`src/urm_pkg.sv`:
```
// package: register map, field layout and reset values of the mute/wakeup receiver
package urm_pkg;

  // ----------------------------------------
  // register offsets
  // ----------------------------------------
  localparam logic [7:0] ADDR_CTRL = 8'h00;
  localparam logic [7:0] ADDR_BAUD = 8'h04;
  localparam logic [7:0] ADDR_STAT = 8'h08;
  localparam logic [7:0] ADDR_DATA = 8'h0c;

  // ----------------------------------------
  // control register fields
  // ----------------------------------------
  localparam int CTRL_EN = 0;
  localparam int CTRL_WAKE = 1;
  localparam int CTRL_WLEN = 2;
  localparam int CTRL_OVERSAMPLE = 3;
  localparam int CTRL_SINGLE_SAMPLE = 4;
  localparam int CTRL_MUTE = 5;
  localparam int CTRL_READY_IE = 6;
  localparam int CTRL_IDLE_IE = 7;
  localparam int CTRL_ADDR_LSB = 8;

  // ----------------------------------------
  // status register fields
  // ----------------------------------------
  localparam int STAT_READY = 0;
  localparam int STAT_IDLE = 1;
  localparam int STAT_FE = 2;
  localparam int STAT_ORE = 3;
  localparam int STAT_NF = 4;

  // ----------------------------------------
  // baud register fields and reset values
  // ----------------------------------------
  localparam int BAUD_FRAC_LSB = 0;
  localparam int BAUD_MANT_LSB = 4;
  localparam logic [15:0] BAUD_RESET = 16'h0000;
  localparam logic [3:0] NODE_ADDR_RESET = 4'h0;

  // ----------------------------------------
  // frame and sampling counts
  // ----------------------------------------
  localparam logic [3:0] FRAME_BITS_SHORT = 4'ha;
  localparam logic [3:0] FRAME_BITS_LONG = 4'hb;
  localparam logic [3:0] OS16_LAST = 4'hf;
  localparam logic [3:0] OS8_LAST = 4'h7;
  localparam logic [3:0] OS16_MID = 4'h8;
  localparam logic [3:0] OS8_MID = 4'h4;
  localparam logic [3:0] DATA_BITS_SHORT = 4'h8;
  localparam logic [3:0] DATA_BITS_LONG = 4'h9;

  // ----------------------------------------
  // receive state machine, gray along the frame
  // ----------------------------------------
  typedef enum logic [1:0] {
    RX_IDLE = 2'b00,
    RX_START = 2'b01,
    RX_DATA = 2'b11,
    RX_STOP = 2'b10
  } urm_rx_st_t;

endpackage

```
`src/urm_sync.sv`:
```
// two-flop synchroniser for the receive pin
`timescale 1ns/10ps
module urm_sync #(
  parameter logic RESET_LEVEL = 1'b1
) (
  input wire logic clk,
  input wire logic resetn,
  input wire logic d_in,
  output logic q_out
);

  logic meta_ff;
  logic q_ff;

  always_ff @(posedge clk) begin
    if (!resetn) begin
      meta_ff <= RESET_LEVEL;
      q_ff <= RESET_LEVEL;
    end else begin
      meta_ff <= d_in;
      q_ff <= meta_ff;
    end
  end

  assign q_out = q_ff;

endmodule // urm_sync

```
`src/urm_baud.sv`:
```
// fractional baud divider producing the oversampling tick
`timescale 1ns/10ps
module urm_baud (
  input wire logic clk,
  input wire logic resetn,
  input wire logic [11:0] mantissa,
  input wire logic [3:0] fraction,
  input wire logic eighth_mode,
  output logic tick
);

  logic [16:0] acc_ff;
  logic [16:0] nxt_acc;
  logic tick_ff;
  logic nxt_tick;
  logic [16:0] div16;
  logic [16:0] sum;

  // divider in sixteenths; 8x mode uses eighths only
  always_comb begin
    div16 = eighth_mode ? {1'b0, mantissa, fraction[2:0], 1'b0} : {1'b0, mantissa, fraction};
    sum = acc_ff + 17'h00010;
    nxt_acc = sum;
    nxt_tick = 1'b0;
    if (div16 == 17'h00000) begin
      nxt_acc = 17'h00000;
    end else if (sum >= div16) begin
      nxt_acc = sum - div16;
      nxt_tick = 1'b1;
    end
  end

  always_ff @(posedge clk) begin
    if (!resetn) begin
      acc_ff <= 17'h00000;
      tick_ff <= 1'b0;
    end else begin
      acc_ff <= nxt_acc;
      tick_ff <= nxt_tick;
    end
  end

  assign tick = tick_ff;

endmodule // urm_baud

```
`src/urm_top.sv`:
```
// receiver with mute mode, idle-line and address-mark wakeup
//
// The placing of the registers and the strobed register port are this design's own decisions.
`timescale 1ns/10ps
module urm_top (
  input wire logic clk,
  input wire logic resetn,
  input wire logic rx_pin,
  input wire logic [7:0] addr,
  input wire logic [31:0] wdata,
  input wire logic wr,
  input wire logic rd,
  output logic [31:0] rdata,
  output logic rx_irq,
  output logic rx_mute_ctrl,
  output logic rx_data_ready_flag
);

  // ----------------------------------------
  // state
  // ----------------------------------------
  typedef struct packed {
    urm_pkg::urm_rx_st_t st;
    logic [3:0] samp;
    logic [3:0] bits;
    logic [3:0] idle_cnt;
    logic idle_armed;
    logic [2:0] votes;
    logic noise_acc;
    logic [8:0] shift;
    logic [8:0] data;
    logic en;
    logic wake;
    logic wlen;
    logic oversample_select;
    logic single_sample_select;
    logic mute;
    logic ready_ie;
    logic idle_ie;
    logic [3:0] node_addr;
    logic [15:0] baud;
    logic ready;
    logic idle;
    logic fe;
    logic ore;
    logic nf;
    logic [31:0] rdata;
    logic irq;
  } urm_regs_t;

  urm_regs_t state_ff;
  urm_regs_t nxt_state;
  logic rx_s;
  logic tick;

  // ----------------------------------------
  // helpers
  // ----------------------------------------
  function automatic logic urm_bit_value(input logic [2:0] v, input logic one);
    if (one) begin
      return v[1];
    end
    return (v[0] & v[1]) | (v[0] & v[2]) | (v[1] & v[2]);
  endfunction

  function automatic logic urm_noisy(input logic [2:0] v, input logic one);
    return !one && (v != 3'b000) && (v != 3'b111);
  endfunction

  // ----------------------------------------
  // pin synchroniser and baud tick
  // ----------------------------------------
  urm_sync #(
    .RESET_LEVEL(1'b1)
  ) u_sync (
    .clk(clk),
    .resetn(resetn),
    .d_in(rx_pin),
    .q_out(rx_s)
  );

  urm_baud u_baud (
    .clk(clk),
    .resetn(resetn),
    .mantissa(state_ff.baud[urm_pkg::BAUD_MANT_LSB +: 12]),
    .fraction(state_ff.baud[urm_pkg::BAUD_FRAC_LSB +: 4]),
    .eighth_mode(state_ff.oversample_select),
    .tick(tick)
  );

  // ----------------------------------------
  // next state
  // ----------------------------------------
  logic [3:0] os_last;
  logic [3:0] os_mid;
  logic [3:0] frame_bits;
  logic [3:0] data_bits;
  logic bit_end;
  logic bit_val;
  logic char_done;
  logic char_fe;
  logic char_nf;
  logic [8:0] dchar;
  logic is_addr;
  logic addr_match;
  logic idle_evt;

  always_comb begin
    nxt_state = state_ff;
    os_last = state_ff.oversample_select ? urm_pkg::OS8_LAST : urm_pkg::OS16_LAST;
    os_mid = state_ff.oversample_select ? urm_pkg::OS8_MID : urm_pkg::OS16_MID;
    frame_bits = state_ff.wlen ? urm_pkg::FRAME_BITS_LONG : urm_pkg::FRAME_BITS_SHORT;
    data_bits = state_ff.wlen ? urm_pkg::DATA_BITS_LONG : urm_pkg::DATA_BITS_SHORT;
    bit_end = tick && (state_ff.samp == os_last);
    bit_val = urm_bit_value(state_ff.votes, state_ff.single_sample_select);
    char_done = 1'b0;
    char_fe = 1'b0;
    char_nf = 1'b0;
    idle_evt = 1'b0;
    dchar = state_ff.wlen ? state_ff.shift : {1'b0, state_ff.shift[8:1]};
    is_addr = state_ff.wlen ? dchar[8] : dchar[7];
    addr_match = (dchar[3:0] == state_ff.node_addr);

    // ----------------------------------------
    // sampling at the bit centre
    // ----------------------------------------
    if (tick && state_ff.st != urm_pkg::RX_IDLE) begin
      nxt_state.samp = bit_end ? 4'h0 : state_ff.samp + 4'h1;
      if (state_ff.samp == os_mid - 4'h1) begin
        nxt_state.votes[0] = rx_s;
      end
      if (state_ff.samp == os_mid) begin
        nxt_state.votes[1] = rx_s;
      end
      if (state_ff.samp == os_mid + 4'h1) begin
        nxt_state.votes[2] = rx_s;
      end
    end

    // ----------------------------------------
    // frame state machine
    // ----------------------------------------
    case (state_ff.st)
      urm_pkg::RX_IDLE: begin
        if (!rx_s) begin
          nxt_state.st = urm_pkg::RX_START;
          nxt_state.samp = 4'h0;
          nxt_state.idle_cnt = 4'h0;
          nxt_state.noise_acc = 1'b0;
        end else if (tick) begin
          // idle frame: all-ones for a whole frame length
          nxt_state.samp = (state_ff.samp == os_last) ? 4'h0 : state_ff.samp + 4'h1;
          if (state_ff.samp == os_last && state_ff.idle_cnt != frame_bits) begin
            nxt_state.idle_cnt = state_ff.idle_cnt + 4'h1;
            idle_evt = (state_ff.idle_cnt + 4'h1 == frame_bits);
          end
        end
      end
      urm_pkg::RX_START: begin
        if (bit_end) begin
          if (bit_val) begin
            nxt_state.st = urm_pkg::RX_IDLE;
          end else begin
            nxt_state.st = urm_pkg::RX_DATA;
            nxt_state.bits = 4'h0;
            nxt_state.noise_acc = urm_noisy(state_ff.votes, state_ff.single_sample_select);
          end
        end
      end
      urm_pkg::RX_DATA: begin
        if (bit_end) begin
          nxt_state.shift = {bit_val, state_ff.shift[8:1]};
          nxt_state.bits = state_ff.bits + 4'h1;
          if (urm_noisy(state_ff.votes, state_ff.single_sample_select)) begin
            nxt_state.noise_acc = 1'b1;
          end
          if (state_ff.bits + 4'h1 == data_bits) begin
            nxt_state.st = urm_pkg::RX_STOP;
          end
        end
      end
      urm_pkg::RX_STOP: begin
        if (bit_end) begin
          nxt_state.st = urm_pkg::RX_IDLE;
          nxt_state.idle_cnt = 4'h0;
          char_done = 1'b1;
          char_fe = !bit_val;
          char_nf = state_ff.noise_acc || urm_noisy(state_ff.votes, state_ff.single_sample_select);
        end
      end
      default: begin
        nxt_state.st = urm_pkg::RX_IDLE;
      end
    endcase

    if (!state_ff.en) begin
      nxt_state.st = urm_pkg::RX_IDLE;
      nxt_state.samp = 4'h0;
      nxt_state.idle_cnt = 4'h0;
      char_done = 1'b0;
      idle_evt = 1'b0;
    end

    // ----------------------------------------
    // register writes
    // ----------------------------------------
    if (wr) begin
      case (addr)
        urm_pkg::ADDR_CTRL: begin
          nxt_state.en = wdata[urm_pkg::CTRL_EN];
          nxt_state.wake = wdata[urm_pkg::CTRL_WAKE];
          nxt_state.wlen = wdata[urm_pkg::CTRL_WLEN];
          nxt_state.oversample_select = wdata[urm_pkg::CTRL_OVERSAMPLE];
          nxt_state.single_sample_select = wdata[urm_pkg::CTRL_SINGLE_SAMPLE];
          nxt_state.ready_ie = wdata[urm_pkg::CTRL_READY_IE];
          nxt_state.idle_ie = wdata[urm_pkg::CTRL_IDLE_IE];
          nxt_state.node_addr = wdata[urm_pkg::CTRL_ADDR_LSB +: 4];
          if (!state_ff.ready) begin
            nxt_state.mute = wdata[urm_pkg::CTRL_MUTE];
          end
        end
        urm_pkg::ADDR_BAUD: begin
          nxt_state.baud = wdata[15:0];
        end
        urm_pkg::ADDR_STAT: begin
          if (wdata[urm_pkg::STAT_IDLE]) begin
            nxt_state.idle = 1'b0;
          end
          if (wdata[urm_pkg::STAT_FE]) begin
            nxt_state.fe = 1'b0;
          end
          if (wdata[urm_pkg::STAT_ORE]) begin
            nxt_state.ore = 1'b0;
          end
          if (wdata[urm_pkg::STAT_NF]) begin
            nxt_state.nf = 1'b0;
          end
        end
        default: begin
        end
      endcase
    end
    if (rd && addr == urm_pkg::ADDR_DATA) begin
      nxt_state.ready = 1'b0;
    end

    // ----------------------------------------
    // character and idle events, these win over clears
    // ----------------------------------------
    if (char_done) begin
      if (state_ff.mute) begin
        if (state_ff.wake && is_addr && addr_match) begin
          nxt_state.mute = 1'b0;
          nxt_state.data = dchar;
          nxt_state.ready = 1'b1;
          nxt_state.idle_armed = 1'b1;
        end
      end else if (state_ff.wake && is_addr && !addr_match) begin
        nxt_state.mute = 1'b1;
      end else begin
        nxt_state.idle_armed = 1'b1;
        if (state_ff.ready && nxt_state.ready) begin
          nxt_state.ore = 1'b1;
        end else begin
          nxt_state.data = dchar;
          nxt_state.ready = 1'b1;
          if (char_fe) begin
            nxt_state.fe = 1'b1;
          end
          if (char_nf) begin
            nxt_state.nf = 1'b1;
          end
        end
      end
    end
    if (idle_evt) begin
      if (state_ff.mute) begin
        if (!state_ff.wake) begin
          nxt_state.mute = 1'b0;
          nxt_state.idle_armed = 1'b0;
        end
      end else if (state_ff.idle_armed) begin
        nxt_state.idle = 1'b1;
        nxt_state.idle_armed = 1'b0;
      end
    end

    // ----------------------------------------
    // read data, one cycle after the strobe
    // ----------------------------------------
    nxt_state.rdata = 32'h00000000;
    if (rd) begin
      case (addr)
        urm_pkg::ADDR_CTRL: begin
          nxt_state.rdata[urm_pkg::CTRL_EN] = state_ff.en;
          nxt_state.rdata[urm_pkg::CTRL_WAKE] = state_ff.wake;
          nxt_state.rdata[urm_pkg::CTRL_WLEN] = state_ff.wlen;
          nxt_state.rdata[urm_pkg::CTRL_OVERSAMPLE] = state_ff.oversample_select;
          nxt_state.rdata[urm_pkg::CTRL_SINGLE_SAMPLE] = state_ff.single_sample_select;
          nxt_state.rdata[urm_pkg::CTRL_MUTE] = state_ff.mute;
          nxt_state.rdata[urm_pkg::CTRL_READY_IE] = state_ff.ready_ie;
          nxt_state.rdata[urm_pkg::CTRL_IDLE_IE] = state_ff.idle_ie;
          nxt_state.rdata[urm_pkg::CTRL_ADDR_LSB +: 4] = state_ff.node_addr;
        end
        urm_pkg::ADDR_BAUD: begin
          nxt_state.rdata[15:0] = state_ff.baud;
        end
        urm_pkg::ADDR_STAT: begin
          nxt_state.rdata[urm_pkg::STAT_READY] = state_ff.ready;
          nxt_state.rdata[urm_pkg::STAT_IDLE] = state_ff.idle;
          nxt_state.rdata[urm_pkg::STAT_FE] = state_ff.fe;
          nxt_state.rdata[urm_pkg::STAT_ORE] = state_ff.ore;
          nxt_state.rdata[urm_pkg::STAT_NF] = state_ff.nf;
        end
        urm_pkg::ADDR_DATA: begin
          nxt_state.rdata[8:0] = state_ff.data;
        end
        default: begin
        end
      endcase
    end

    // ----------------------------------------
    // interrupt request, held off while muted
    // ----------------------------------------
    nxt_state.irq = !nxt_state.mute &&
      ((nxt_state.ready && nxt_state.ready_ie) || (nxt_state.idle && nxt_state.idle_ie));
  end

  // ----------------------------------------
  // state register
  // ----------------------------------------
  always_ff @(posedge clk) begin
    if (!resetn) begin
      state_ff <= '0;
      state_ff.st <= urm_pkg::RX_IDLE;
      state_ff.baud <= urm_pkg::BAUD_RESET;
      state_ff.node_addr <= urm_pkg::NODE_ADDR_RESET;
    end else begin
      state_ff <= nxt_state;
    end
  end

  // ----------------------------------------
  // outputs
  // ----------------------------------------
  assign rdata = state_ff.rdata;
  assign rx_irq = state_ff.irq;
  assign rx_mute_ctrl = state_ff.mute;
  assign rx_data_ready_flag = state_ff.ready;

endmodule // urm_top

```
`config.mk`:
```
export PLATFORM = sky130hd
export DESIGN_NAME = urm_top
export DESIGN_NICKNAME = d
export VERILOG_FILES = /design/src/urm_pkg.sv /design/src/urm_sync.sv /design/src/urm_baud.sv /design/src/urm_top.sv
export SDC_FILE = /design/constraint.sdc
export NUM_CORES = 1
export LEC_CHECK = 0
export BUFFER_PORTS_ARGS = -buffer_cell sky130_fd_sc_hd__clkbuf_2
export CAP_MARGIN = 5
export CORE_MARGIN = 3
export CORE_UTILIZATION = 58
export CTS_CLUSTER_SIZE = 30
export DETAILED_ROUTE_END_ITERATION = 10
export PLACE_DENSITY = 0.89
export REMOVE_ABC_BUFFERS = 1
export SLEW_MARGIN = 20
export SYNTH_ARGS = -nofsm -noshare
export SYNTH_HDL_FRONTEND = slang
export SYNTH_SLANG_ARGS = --single-unit
```
`constraint.sdc`:
```
create_clock -name clk -period 3.2 [get_ports clk]
set_clock_uncertainty 0.1 [all_clocks]
set_input_delay 0.64 -clock clk [delete_from_list [all_inputs] [get_ports clk]]
set_output_delay 0.64 -clock clk [all_outputs]
set_load 0.03 [all_outputs]
```
==> impl_metrics.json, run 1 <==
{
  "p_leak_nw": 2.625,
  "area_growth_pct": 6.756,
  "gp_congestion": 0.9430,
  "r2r_start": "u_baud.acc_ff[5]",
  "rows": 37,
  "cts_buffer_depth": 2,
  "max_slew_margin": 0.4387,
  "holdWs_ns": 0.3190,
  "worstSetupStartpointType": "flip-flop",
  "num-nets-final": 859,
  "syn_inst": 763,
  "maxCapViolCount": 0,
  "cp_data_arrival_time_ns": 3.26,
  "post-place-ws_ns": 0.1470,
  "hpwl_um": 11050,
  "root_buffer": "clkbuf_8",
  "syn_area_sq_um": 6352,
  "required_ns": 3.41,
  "initial_core_util": 0.6045,
  "vias_per_cell": 6.047,
  "wire_per_inst_um": 15.99,
  "crit_path_start": "u_baud.acc_ff[5]",
  "drc": 0,
  "drive_gt1_frac": 0.1360,
  "cts_tree": "yes",
  "clock_sinks": 107,
  "hold_violations": 0,
  "path_class": "reg2reg",
  "ys_seq_area_frac": 0.3372,
  "hold_path_class": "in2reg",
  "worstMarginPinSlew_ns": 0.8288,
  "ys_ff_latch": 107,
  "port_buffers": 47,
  "netSwitchingFraction": 0.2629,
  "r2r_setup_slack_ns": 0.15,
  "core_sq_um": 10510,
  "detail_route.first_pass.iterations": 5,
  "seqPwrFrac": 0.588,
  "internal-power_mw": 1.674,
  "combPwrFrac": 0.059,
  "cts_buffers": 9,
  "r2r_cells": 11,
  "grt_overflow": 0,
  "synth_most_common_cell": "dfxtp_1",
  "min_period_over_period": 0.9528,
  "period_minus_slack_ns": 3.049,
  "total_power_mw": 2.271,
  "io_pins": 80,
  "holdPathEnd": "u_sync.meta_ff",
  "dieWidth_um": 110.7,
  "power.density_nw_per_um2": 334.9,
  "critPathCaptureType": "flip-flop",
  "ys_async_sr_fraction": 0,
  "routed_wl_um": 14870,
  "yosys_warnings": 0,
  "dieArea_sq_um": 12240,
  "antenna_cells": 0,
  "synth_edf_count": 0,
  "initialDrtViolationCount": 383,
  "clkSlewWorstSetupHoldPaths_ns": 0.12,
  "track_usage": 0.2403,
  "worstPathMaxFanout": 10,
  "pwr-share-clk": 0.353,
  "grt_max_degree": 36,
  "ant_nets": 0,
  "final.setup.tns_ns": 0,
  "grt_pass1_wl_um": 24540,
  "hp-start": "rx_pin",
  "fmax_ghz": 0.3280,
  "synthTopCellsByArea": "dfxtp_1 34%, mux2i_1 5.4%, nand2_1 4.7%, ha_1 4.5%, a21oi_1 3.9%",
  "die_h_um": 110.7,
  "via_count": 5624,
  "grt_antenna_before_repair": 0,
  "status": "finished clean",
  "synth_top_area_cell": "dfxtp_1",
  "finalSetupViolations": 0,
  "r2r-end": "u_baud.acc_ff[13]",
  "clk_latency_ns": 0.40,
  "cts_max_level": 3,
  "ys.flop_type": "dfxtp_1",
  "synth_area_per_cell_sq_um": 8.325,
  "peakVddDrop_mv": 0.3504,
  "whs_path_depth": 2,
  "grt_pass1_vias": 5154,
  "drv_slew": 0,
  "switchingPower_uw": 597.0,
  "synth_cell_type_count": 77,
  "synth_top_area_frac": 0.3372,
  "synth.top_cells.by_count": "107 x dfxtp_1, 79 x nand2_1, 50 x a21oi_1",
  "fill_cells": 876,
  "setup_ws_ns": 0.1511
}
worst max-delay path, stage by stage, from the launching register on:
cell       delay [ns]
dfxtp_1          0.39
ha_1             0.20
nand3_1          0.16
nor3_1           0.22
xor2_1           0.30
ha_4             0.29
a21oi_1          0.20
buf_4            0.16
nor2_1           0.04
a2111oi_1        0.41
o311ai_0         0.23
a211oi_1         0.28
cells in the final DEF, fill, tap and decap left out, types with 3 or more instances in the layout:
cell type | Yosys | routed
o211ai_1 | 6 | 6
conb_1 | 1 | 16
buf_4 | 32 | 26
or3_1 | 4 | 4
a31oi_1 | 6 | 6
mux2i_1 | 34 | 34
nor2b_1 | 31 | 31
nand2b_1 | 9 | 9
dfxtp_1 | 107 | 107
and2_1 | 7 | 7
nor3b_1 | 3 | 3
o31a_1 | 3 | 3
o31ai_1 | 11 | 11
nor2_1 | 49 | 49
clkbuf_8 | 0 | 9
xnor2_1 | 17 | 17
inv_1 | 27 | 27
nor4_1 | 10 | 10
ha_1 | 23 | 22
nand2_1 | 79 | 79
a21boi_0 | 13 | 13
xor2_1 | 14 | 14
a21boi_1 | 4 | 4
and3_1 | 7 | 7
a211oi_1 | 5 | 5
nand3_1 | 43 | 43
clkbuf_2 | 0 | 47
o21a_1 | 7 | 7
nor3_1 | 18 | 18
o21ai_1 | 18 | 18
and4_1 | 3 | 3
nand4_1 | 12 | 12
mux4_2 | 5 | 5
a21oi_1 | 50 | 50
o21ai_0 | 17 | 17
worst max path at each step:
stage                             end  slack [ns]  cells after the start
floorplan            u_baud.acc_ff[0]        0.17                      8
global placement    u_baud.acc_ff[11]        0.21                     10
detailed placement  u_baud.acc_ff[14]        0.15                     10
CTS                 u_baud.acc_ff[13]         0.1                     11
global route         u_baud.acc_ff[6]      -0.004                     12
finish              u_baud.acc_ff[13]        0.15                     11
cells by family after synthesis:
family	count (synthesis)	synth area share
AO/OA/AOI/OAI	173	0.1818
XOR/XNOR	31	0.04274
adder cells (fa/ha/maj)	24	0.04845
buffers and inverters	100	0.08430
flip-flops	107	0.3372
multiplexers	41	0.07662
other	1	0.0005903
AND/OR/NAND/NOR	286	0.2283
layer usage:
metal  global-route usage  vias to the layer above  wire length (um)
met2               0.3900                      267              6790
met4              0.08046                        0               462
met1               0.3177                     2587              6454
met3              0.05295                       41              1162
met5                    0                        -                 0
li1                     -                     2729                 -
repair_timing:
item	in CTS	in global routing
endpoints found under the setup margin	0	17
hold buffers	0	0
buffers inserted	0	1
hold endpoints to repair	0	0
gates resized for setup	0	4
through the flow:
| step | instance area, sq um | util | cells |
|---|---|---|---|
| finish | 6782 | 0.6453 | 930 |
| CTS | 6754 | 0.6427 | 929 |
| detailed placement | 6571 | 0.6253 | 914 |
| global route | 6782 | 0.6453 | 930 |
| global placement | 6571 | 0.6253 | 914 |
| floorplan | 5978 | - | 706 |
power by group through the flow:
| stage | logic, mW | clock network, mW | registers [mW] |
|---|---|---|---|
| floorplan | 0.0695 | 0 | 1.37 |
| global placement | 0.130 | 0 | 1.37 |
| detailed placement | 0.131 | 0 | 1.37 |
| CTS | 0.131 | 0.812 | 1.34 |
| global route | 0.143 | 0.866 | 1.34 |
| finish | 0.134 | 0.802 | 1.34 |
final cells by class:
cell class                      instances  area [sq um]  area share
Clock buffer                            9         123.9     0.01827
Timing Repair Buffer                   73         430.4     0.06347
Sequential cell                       107          2142      0.3159
Tap cell                              136         170.2     0.02509
Clock inverter                          6         58.81    0.008672
Inverter                               28         105.1     0.01550
Multi-Input combinational cell        571          3751      0.5531
sequential cells by signal, indices dropped and copies added, names as in the netlist:
| name | cells |
|---|---|
| u_baud.tick | 1 |
| state_ff | 68 |
| u_baud.acc_ff | 17 |
| rx_data_ready_flag | 1 |
| rx_mute_ctrl | 1 |
| u_sync.meta_ff | 1 |
| rdata | 16 |
| u_sync.q_out | 1 |
| rx_irq | 1 |
Note: power is estimated with default switching activity, not from simulation.
==> run 2: changes to the inputs <==
--- a/config.mk
+++ b/config.mk
@@ -12,7 +12,6 @@
 export CTS_CLUSTER_SIZE = 30
 export DETAILED_ROUTE_END_ITERATION = 10
 export PLACE_DENSITY = 0.89
-export REMOVE_ABC_BUFFERS = 1
 export SLEW_MARGIN = 20
 export SYNTH_ARGS = -nofsm -noshare
 export SYNTH_HDL_FRONTEND = slang
==> impl_metrics.json, run 2 (synthesized netlist as in run 1, its figures left out) <==
{
  "cts_buffers": 9,
  "postPlaceCellArea_sq_um": 6549,
  "ant_nets": 0,
  "drc": 0,
  "finish.utilization": 0.6471,
  "required_ns": 3.40,
  "period_minus_slack_ns": 3.025,
  "dieArea_sq_um": 12240,
  "rows": 37,
  "cts_hold_buf": 0,
  "routed_wl_um": 15130,
  "r2r-end": "u_baud.acc_ff[4]",
  "critPathCaptureType": "flip-flop",
  "drive_gt1_frac": 0.1466,
  "area_growth_pct": 7.051,
  "grt_antenna_before_repair": 0,
  "cts_buffer_depth": 2,
  "pwr-share-clk": 0.351,
  "peakVddDrop_mv": 0.2688,
  "gp_congestion": 0.9259,
  "holdPathEnd": "u_sync.meta_ff",
  "p_leak_nw": 2.610,
  "grt_pass1_vias": 5206,
  "hold_violations": 0,
  "largest_reg_flops": 68,
  "hold_path_class": "in2reg",
  "power.density_nw_per_um2": 332.7,
  "worstPathMaxFanout": 9,
  "die_h_um": 110.7,
  "use_met3": 0.04694,
  "io_pins": 80,
  "clock_sinks": 107,
  "core_sq_um": 10510,
  "hpwl_um": 11210,
  "min_period_over_period": 0.9453,
  "grt_max_degree": 27,
  "setup_ws_ns": 0.1751,
  "grt_pass1_wl_um": 25250,
  "cts_max_level": 3,
  "hp-start": "rx_pin",
  "cp_data_arrival_time_ns": 3.22,
  "grt.met2_usage": 0.3799,
  "max_slew_margin": 0.4831,
  "internal-power_mw": 1.673,
  "r2r_cells": 13,
  "maxCapViolCount": 0,
  "initial_core_util": 0.6045,
  "combPwrFrac": 0.059,
  "most-common-layout-cells": "106 x dfxtp_1, 79 x nand2_1, 47 x nor2_1, 47 x a21oi_1, 47 x clkbuf_2",
  "clk_latency_ns": 0.39,
  "dieWidth_um": 110.7,
  "port_buffers": 47,
  "clkSlewWorstSetupHoldPaths_ns": 0.11,
  "cts_tree": "yes",
  "r2r_start": "u_baud.acc_ff[5]",
  "busiest_layer": "met2",
  "final_common_cell": "dfxtp_1",
  "switchingPower_uw": 589.1,
  "fill_cells": 855,
  "root_buffer": "clkbuf_8",
  "whs_path_depth": 2,
  "num-nets-final": 855,
  "worstMarginPinSlew_ns": 0.7753,
  "seqPwrFrac": 0.590,
  "path_class": "reg2reg",
  "vias_per_cell": 6.053,
  "grt_overflow": 0,
  "post-place-ws_ns": 0.05688,
  "initialDrtViolationCount": 556,
  "wire_per_inst_um": 16.32,
  "fmax_ghz": 0.3306,
  "regMostFlops": "state_ff",
  "antenna_cells": 0,
  "status": "finished clean",
  "detail_route.first_pass.iterations": 6,
  "drv_slew": 0,
  "final.setup.tns_ns": 0,
  "netSwitchingFraction": 0.2604,
  "via_count": 5611,
  "track_usage": 0.2459,
  "gr-usage-met1": 0.3510,
  "cts_setup_buffers": 0,
  "design_area_sq_um": 6800,
  "r2r_setup_slack_ns": 0.18,
  "finalSetupViolations": 0,
  "worstSetupStartpointType": "flip-flop"
}
[run 2: layout make-up]
| cell class | instances | area (sq um) | share of cell area |
|---|---|---|---|
| timing repair buffer | 69 | 400.4 | 0.05888 |
| clock buffer | 9 | 123.9 | 0.01822 |
| tap | 136 | 170.2 | 0.02502 |
| multi-input combinational | 571 | 3794 | 0.5579 |
| inverter | 28 | 105.1 | 0.01546 |
| clock inverter | 7 | 63.81 | 0.009384 |
| sequential | 107 | 2143 | 0.3152 |
[run 2: power groups by stage]
stage               registers (mW)  clock network [mW]  logic (mW)
finish                        1.34               0.793       0.133
global route                  1.34               0.858       0.143
CTS                           1.34               0.806       0.131
detailed placement            1.37                   0       0.130
global placement              1.37                   0       0.129
floorplan                     1.36                   0       0.102
[run 2: metal layers]
layer / part of all wire / vias to the layer above
li1: - / 2722
met1: 0.43 / 2596
met2: 0.46 / 261
met3: 0.087 / 32
met4: 0.020 / 0
met5: 0 / -
[run 2: timing repair]
item | CTS | global route
hold endpoints to repair | 0 | 0
setup endpoints to repair | 0 | 18
resized for setup | 0 | 15
[run 2: critical path, cell delays in order, from the launching register on]
cell,delay (ns)
dfxtp_1,0.40
ha_1,0.21
nand3_1,0.18
nor3_2,0.17
xor2_1,0.20
ha_1,0.33
buf_4,0.19
nand4_1,0.09
nor2_1,0.06
a21oi_1,0.21
o211a_2,0.28
buf_4,0.20
nand3_1,0.11
a21oi_1,0.20
[run 2: how the worst max path moves through the flow]
stage                                    to  slack [ns]  cells past startpoint        startpoint
after floorplan           u_baud.acc_ff[11]        0.30                     10      state_ff[62]
after global placement    u_baud.acc_ff[13]        0.13                      9  u_baud.acc_ff[4]
after detailed placement  u_baud.acc_ff[16]        0.06                     10  u_baud.acc_ff[4]
after CTS                  u_baud.acc_ff[4]        0.03                     10  u_baud.acc_ff[4]
after global routing       u_baud.acc_ff[4]      -0.007                     12  u_baud.acc_ff[5]
final                      u_baud.acc_ff[4]        0.18                     13  u_baud.acc_ff[5]
[run 2: stage by stage]
stage                     power [mW]  instances  hold WS, ns
final                          2.262        927       0.3310
after global routing           2.338        927       0.3430
after CTS                      2.273        927       0.3246
after detailed placement       1.496        911       0.3178
after global placement         1.495        911       0.3176
after floorplan                1.466        778       0.2863
==> run 3: changes to the inputs <==
--- a/config.mk
+++ b/config.mk
@@ -7,11 +7,12 @@
 export LEC_CHECK = 0
 export BUFFER_PORTS_ARGS = -buffer_cell sky130_fd_sc_hd__clkbuf_2
 export CAP_MARGIN = 5
+export CORE_ASPECT_RATIO = 2
 export CORE_MARGIN = 3
-export CORE_UTILIZATION = 58
+export CORE_UTILIZATION = 59
 export CTS_CLUSTER_SIZE = 30
 export DETAILED_ROUTE_END_ITERATION = 10
-export PLACE_DENSITY = 0.89
+export PLACE_DENSITY = 0.9
 export SLEW_MARGIN = 20
 export SYNTH_ARGS = -nofsm -noshare
 export SYNTH_HDL_FRONTEND = slang
==> impl_metrics.json, run 3 (synthesized netlist as in run 1, its figures left out) <==
{
  "drc": 0,
  "grt_overflow": 0,
  "path_class": "reg2reg",
  "drive_gt1_frac": 0.1547,
  "num-nets-final": 859,
  "track_usage": 0.2854,
  "most-common-layout-cells": "107 x dfxtp_1, 79 x nand2_1, 49 x nor2_1",
  "max_slew_margin": 0.4542,
  "cts_buffers": 9,
  "final_common_cell": "dfxtp_1",
  "whs_path_depth": 1,
  "cts_setup_buffers": 0,
  "power.density_nw_per_um2": 368.5,
  "cts_tree": "yes",
  "grt_antenna_before_repair": 0,
  "period_minus_slack_ns": 3.074,
  "worstPathMaxFanout": 10,
  "total_power_mw": 2.561,
  "fmax_ghz": 0.3253,
  "gp_congestion": 0.9481,
  "rows": 53,
  "dieWidth_um": 79.37,
  "clk_latency_ns": 0.35,
  "final.setup.tns_ns": 0,
  "drv_slew": 0,
  "fin_cells": 933,
  "fill_cells": 843,
  "cts_hold_buf": 0,
  "hold_violations": 0,
  "largest_reg_flops": 68,
  "grt_pass1_wl_um": 27440,
  "post-place-ws_ns": 0.08506,
  "hpwl_um": 12930,
  "r2r_cells": 12,
  "via_count": 5840,
  "finalSetupViolations": 0,
  "initial_core_util": 0.6025,
  "clock_sinks": 107,
  "hp-start": "u_sync.meta_ff",
  "grt_pass1_vias": 5689,
  "crit_path_start": "u_baud.acc_ff[5]",
  "die_h_um": 152.7,
  "worstMarginPinSlew_ns": 0.8060,
  "dieArea_sq_um": 12120,
  "critPathCaptureType": "flip-flop",
  "required_ns": 3.33,
  "wire_per_inst_um": 18.31,
  "clkSlewWorstSetupHoldPaths_ns": 0.08,
  "rsz0062_at_grt": "no",
  "cp_data_arrival_time_ns": 3.20,
  "holdPathEnd": "u_sync.q_out",
  "cts_resized": 0,
  "detail_route.first_pass.iterations": 6,
  "io_pins": 80,
  "area_growth_pct": 9.415,
  "p_leak_nw": 2.675,
  "r2r-end": "u_baud.acc_ff[9]",
  "cts_max_level": 3,
  "root_buffer": "clkbuf_16",
  "routed_wl_um": 17090,
  "cts_buffer_depth": 2,
  "dp_cells": 916,
  "maxCapViolCount": 0,
  "min_period_over_period": 0.9605,
  "setup_ws_ns": 0.1264,
  "core_sq_um": 10540,
  "regMostFlops": "state_ff",
  "ant_nets": 0,
  "grt_max_degree": 32,
  "r2r_start": "u_baud.acc_ff[5]",
  "worstSetupStartpointType": "flip-flop",
  "finish.utilization": 0.6592,
  "r2r_setup_slack_ns": 0.13,
  "hold_path_class": "reg2reg",
  "vias_per_cell": 6.259,
  "port_buffers": 47,
  "peakVddDrop_mv": 0.4101,
  "status": "finished clean",
  "initialDrtViolationCount": 605
}
==> run 3: changes by cell type in the layout (fill, tap and decap cells not counted), sizes merged <==
cell,change
clkinvlp,-2
inv,+1
clkbuf,+1
diode,+1
buf,+4
==> run 3: worst max-delay path by stage <==
stage,end,slack (ns)
after floorplan,u_baud.acc_ff[11],0.30
after global placement,u_baud.acc_ff[9],0.16
after detailed placement,u_baud.acc_ff[9],0.09
after CTS,u_baud.acc_ff[9],0.06
after global routing,u_baud.acc_ff[14],0.004
final,u_baud.acc_ff[9],0.13
==> run 3: through the flow <==
step,hold WS (ns),area [sq um]
finish,0.3232,6950
global route,0.3634,6948
CTS,0.3212,6865
detailed placement,0.3021,6580
global placement,0.2937,6580
floorplan,0.2863,6409
==> run 3: cell type report <==
class / count / area, sq um / area share
Antenna cell: 1 / 2.502 / 0.0003600
Clock buffer: 10 / 229.0 / 0.03294
Clock inverter: 6 / 56.30 / 0.008101
Inverter: 28 / 105.1 / 0.01512
Multi-Input combinational cell: 571 / 3814 / 0.5487
Sequential cell: 107 / 2142 / 0.3082
Tap cell: 137 / 171.4 / 0.02466
Timing Repair Buffer: 73 / 430.4 / 0.06193
==> run 3: critical path, stage by stage, from the launching register on <==
cell      delay [ns]
dfxtp_1         0.40
ha_1            0.20
nand3_1         0.19
nor3_2          0.18
xor2_1          0.24
ha_2            0.37
a21oi_4         0.21
o21ai_1         0.09
a21oi_1         0.18
o211ai_1        0.13
buf_4           0.21
o211ai_1        0.32
a21oi_1         0.13
==> run 3: layer usage <==
layer,vias up,global-route usage,routed length [um]
met5,-,0,0
met4,0,0.2008,1236
met3,99,0.03905,848
met2,277,0.5161,9097
met1,2735,0.2899,5905
li1,2729,-,-
==> run 3: where the power goes <==
| group | switching [mW] | internal [mW] | leakage (nW) |
|---|---|---|---|
| Combinational | 0.0910 | 0.0458 | 1.68 |
| Clock | 0.544 | 0.546 | 0.137 |
| Sequential | 0.00275 | 1.33 | 0.862 |
| Total | 0.638 | 1.92 | 2.67 |
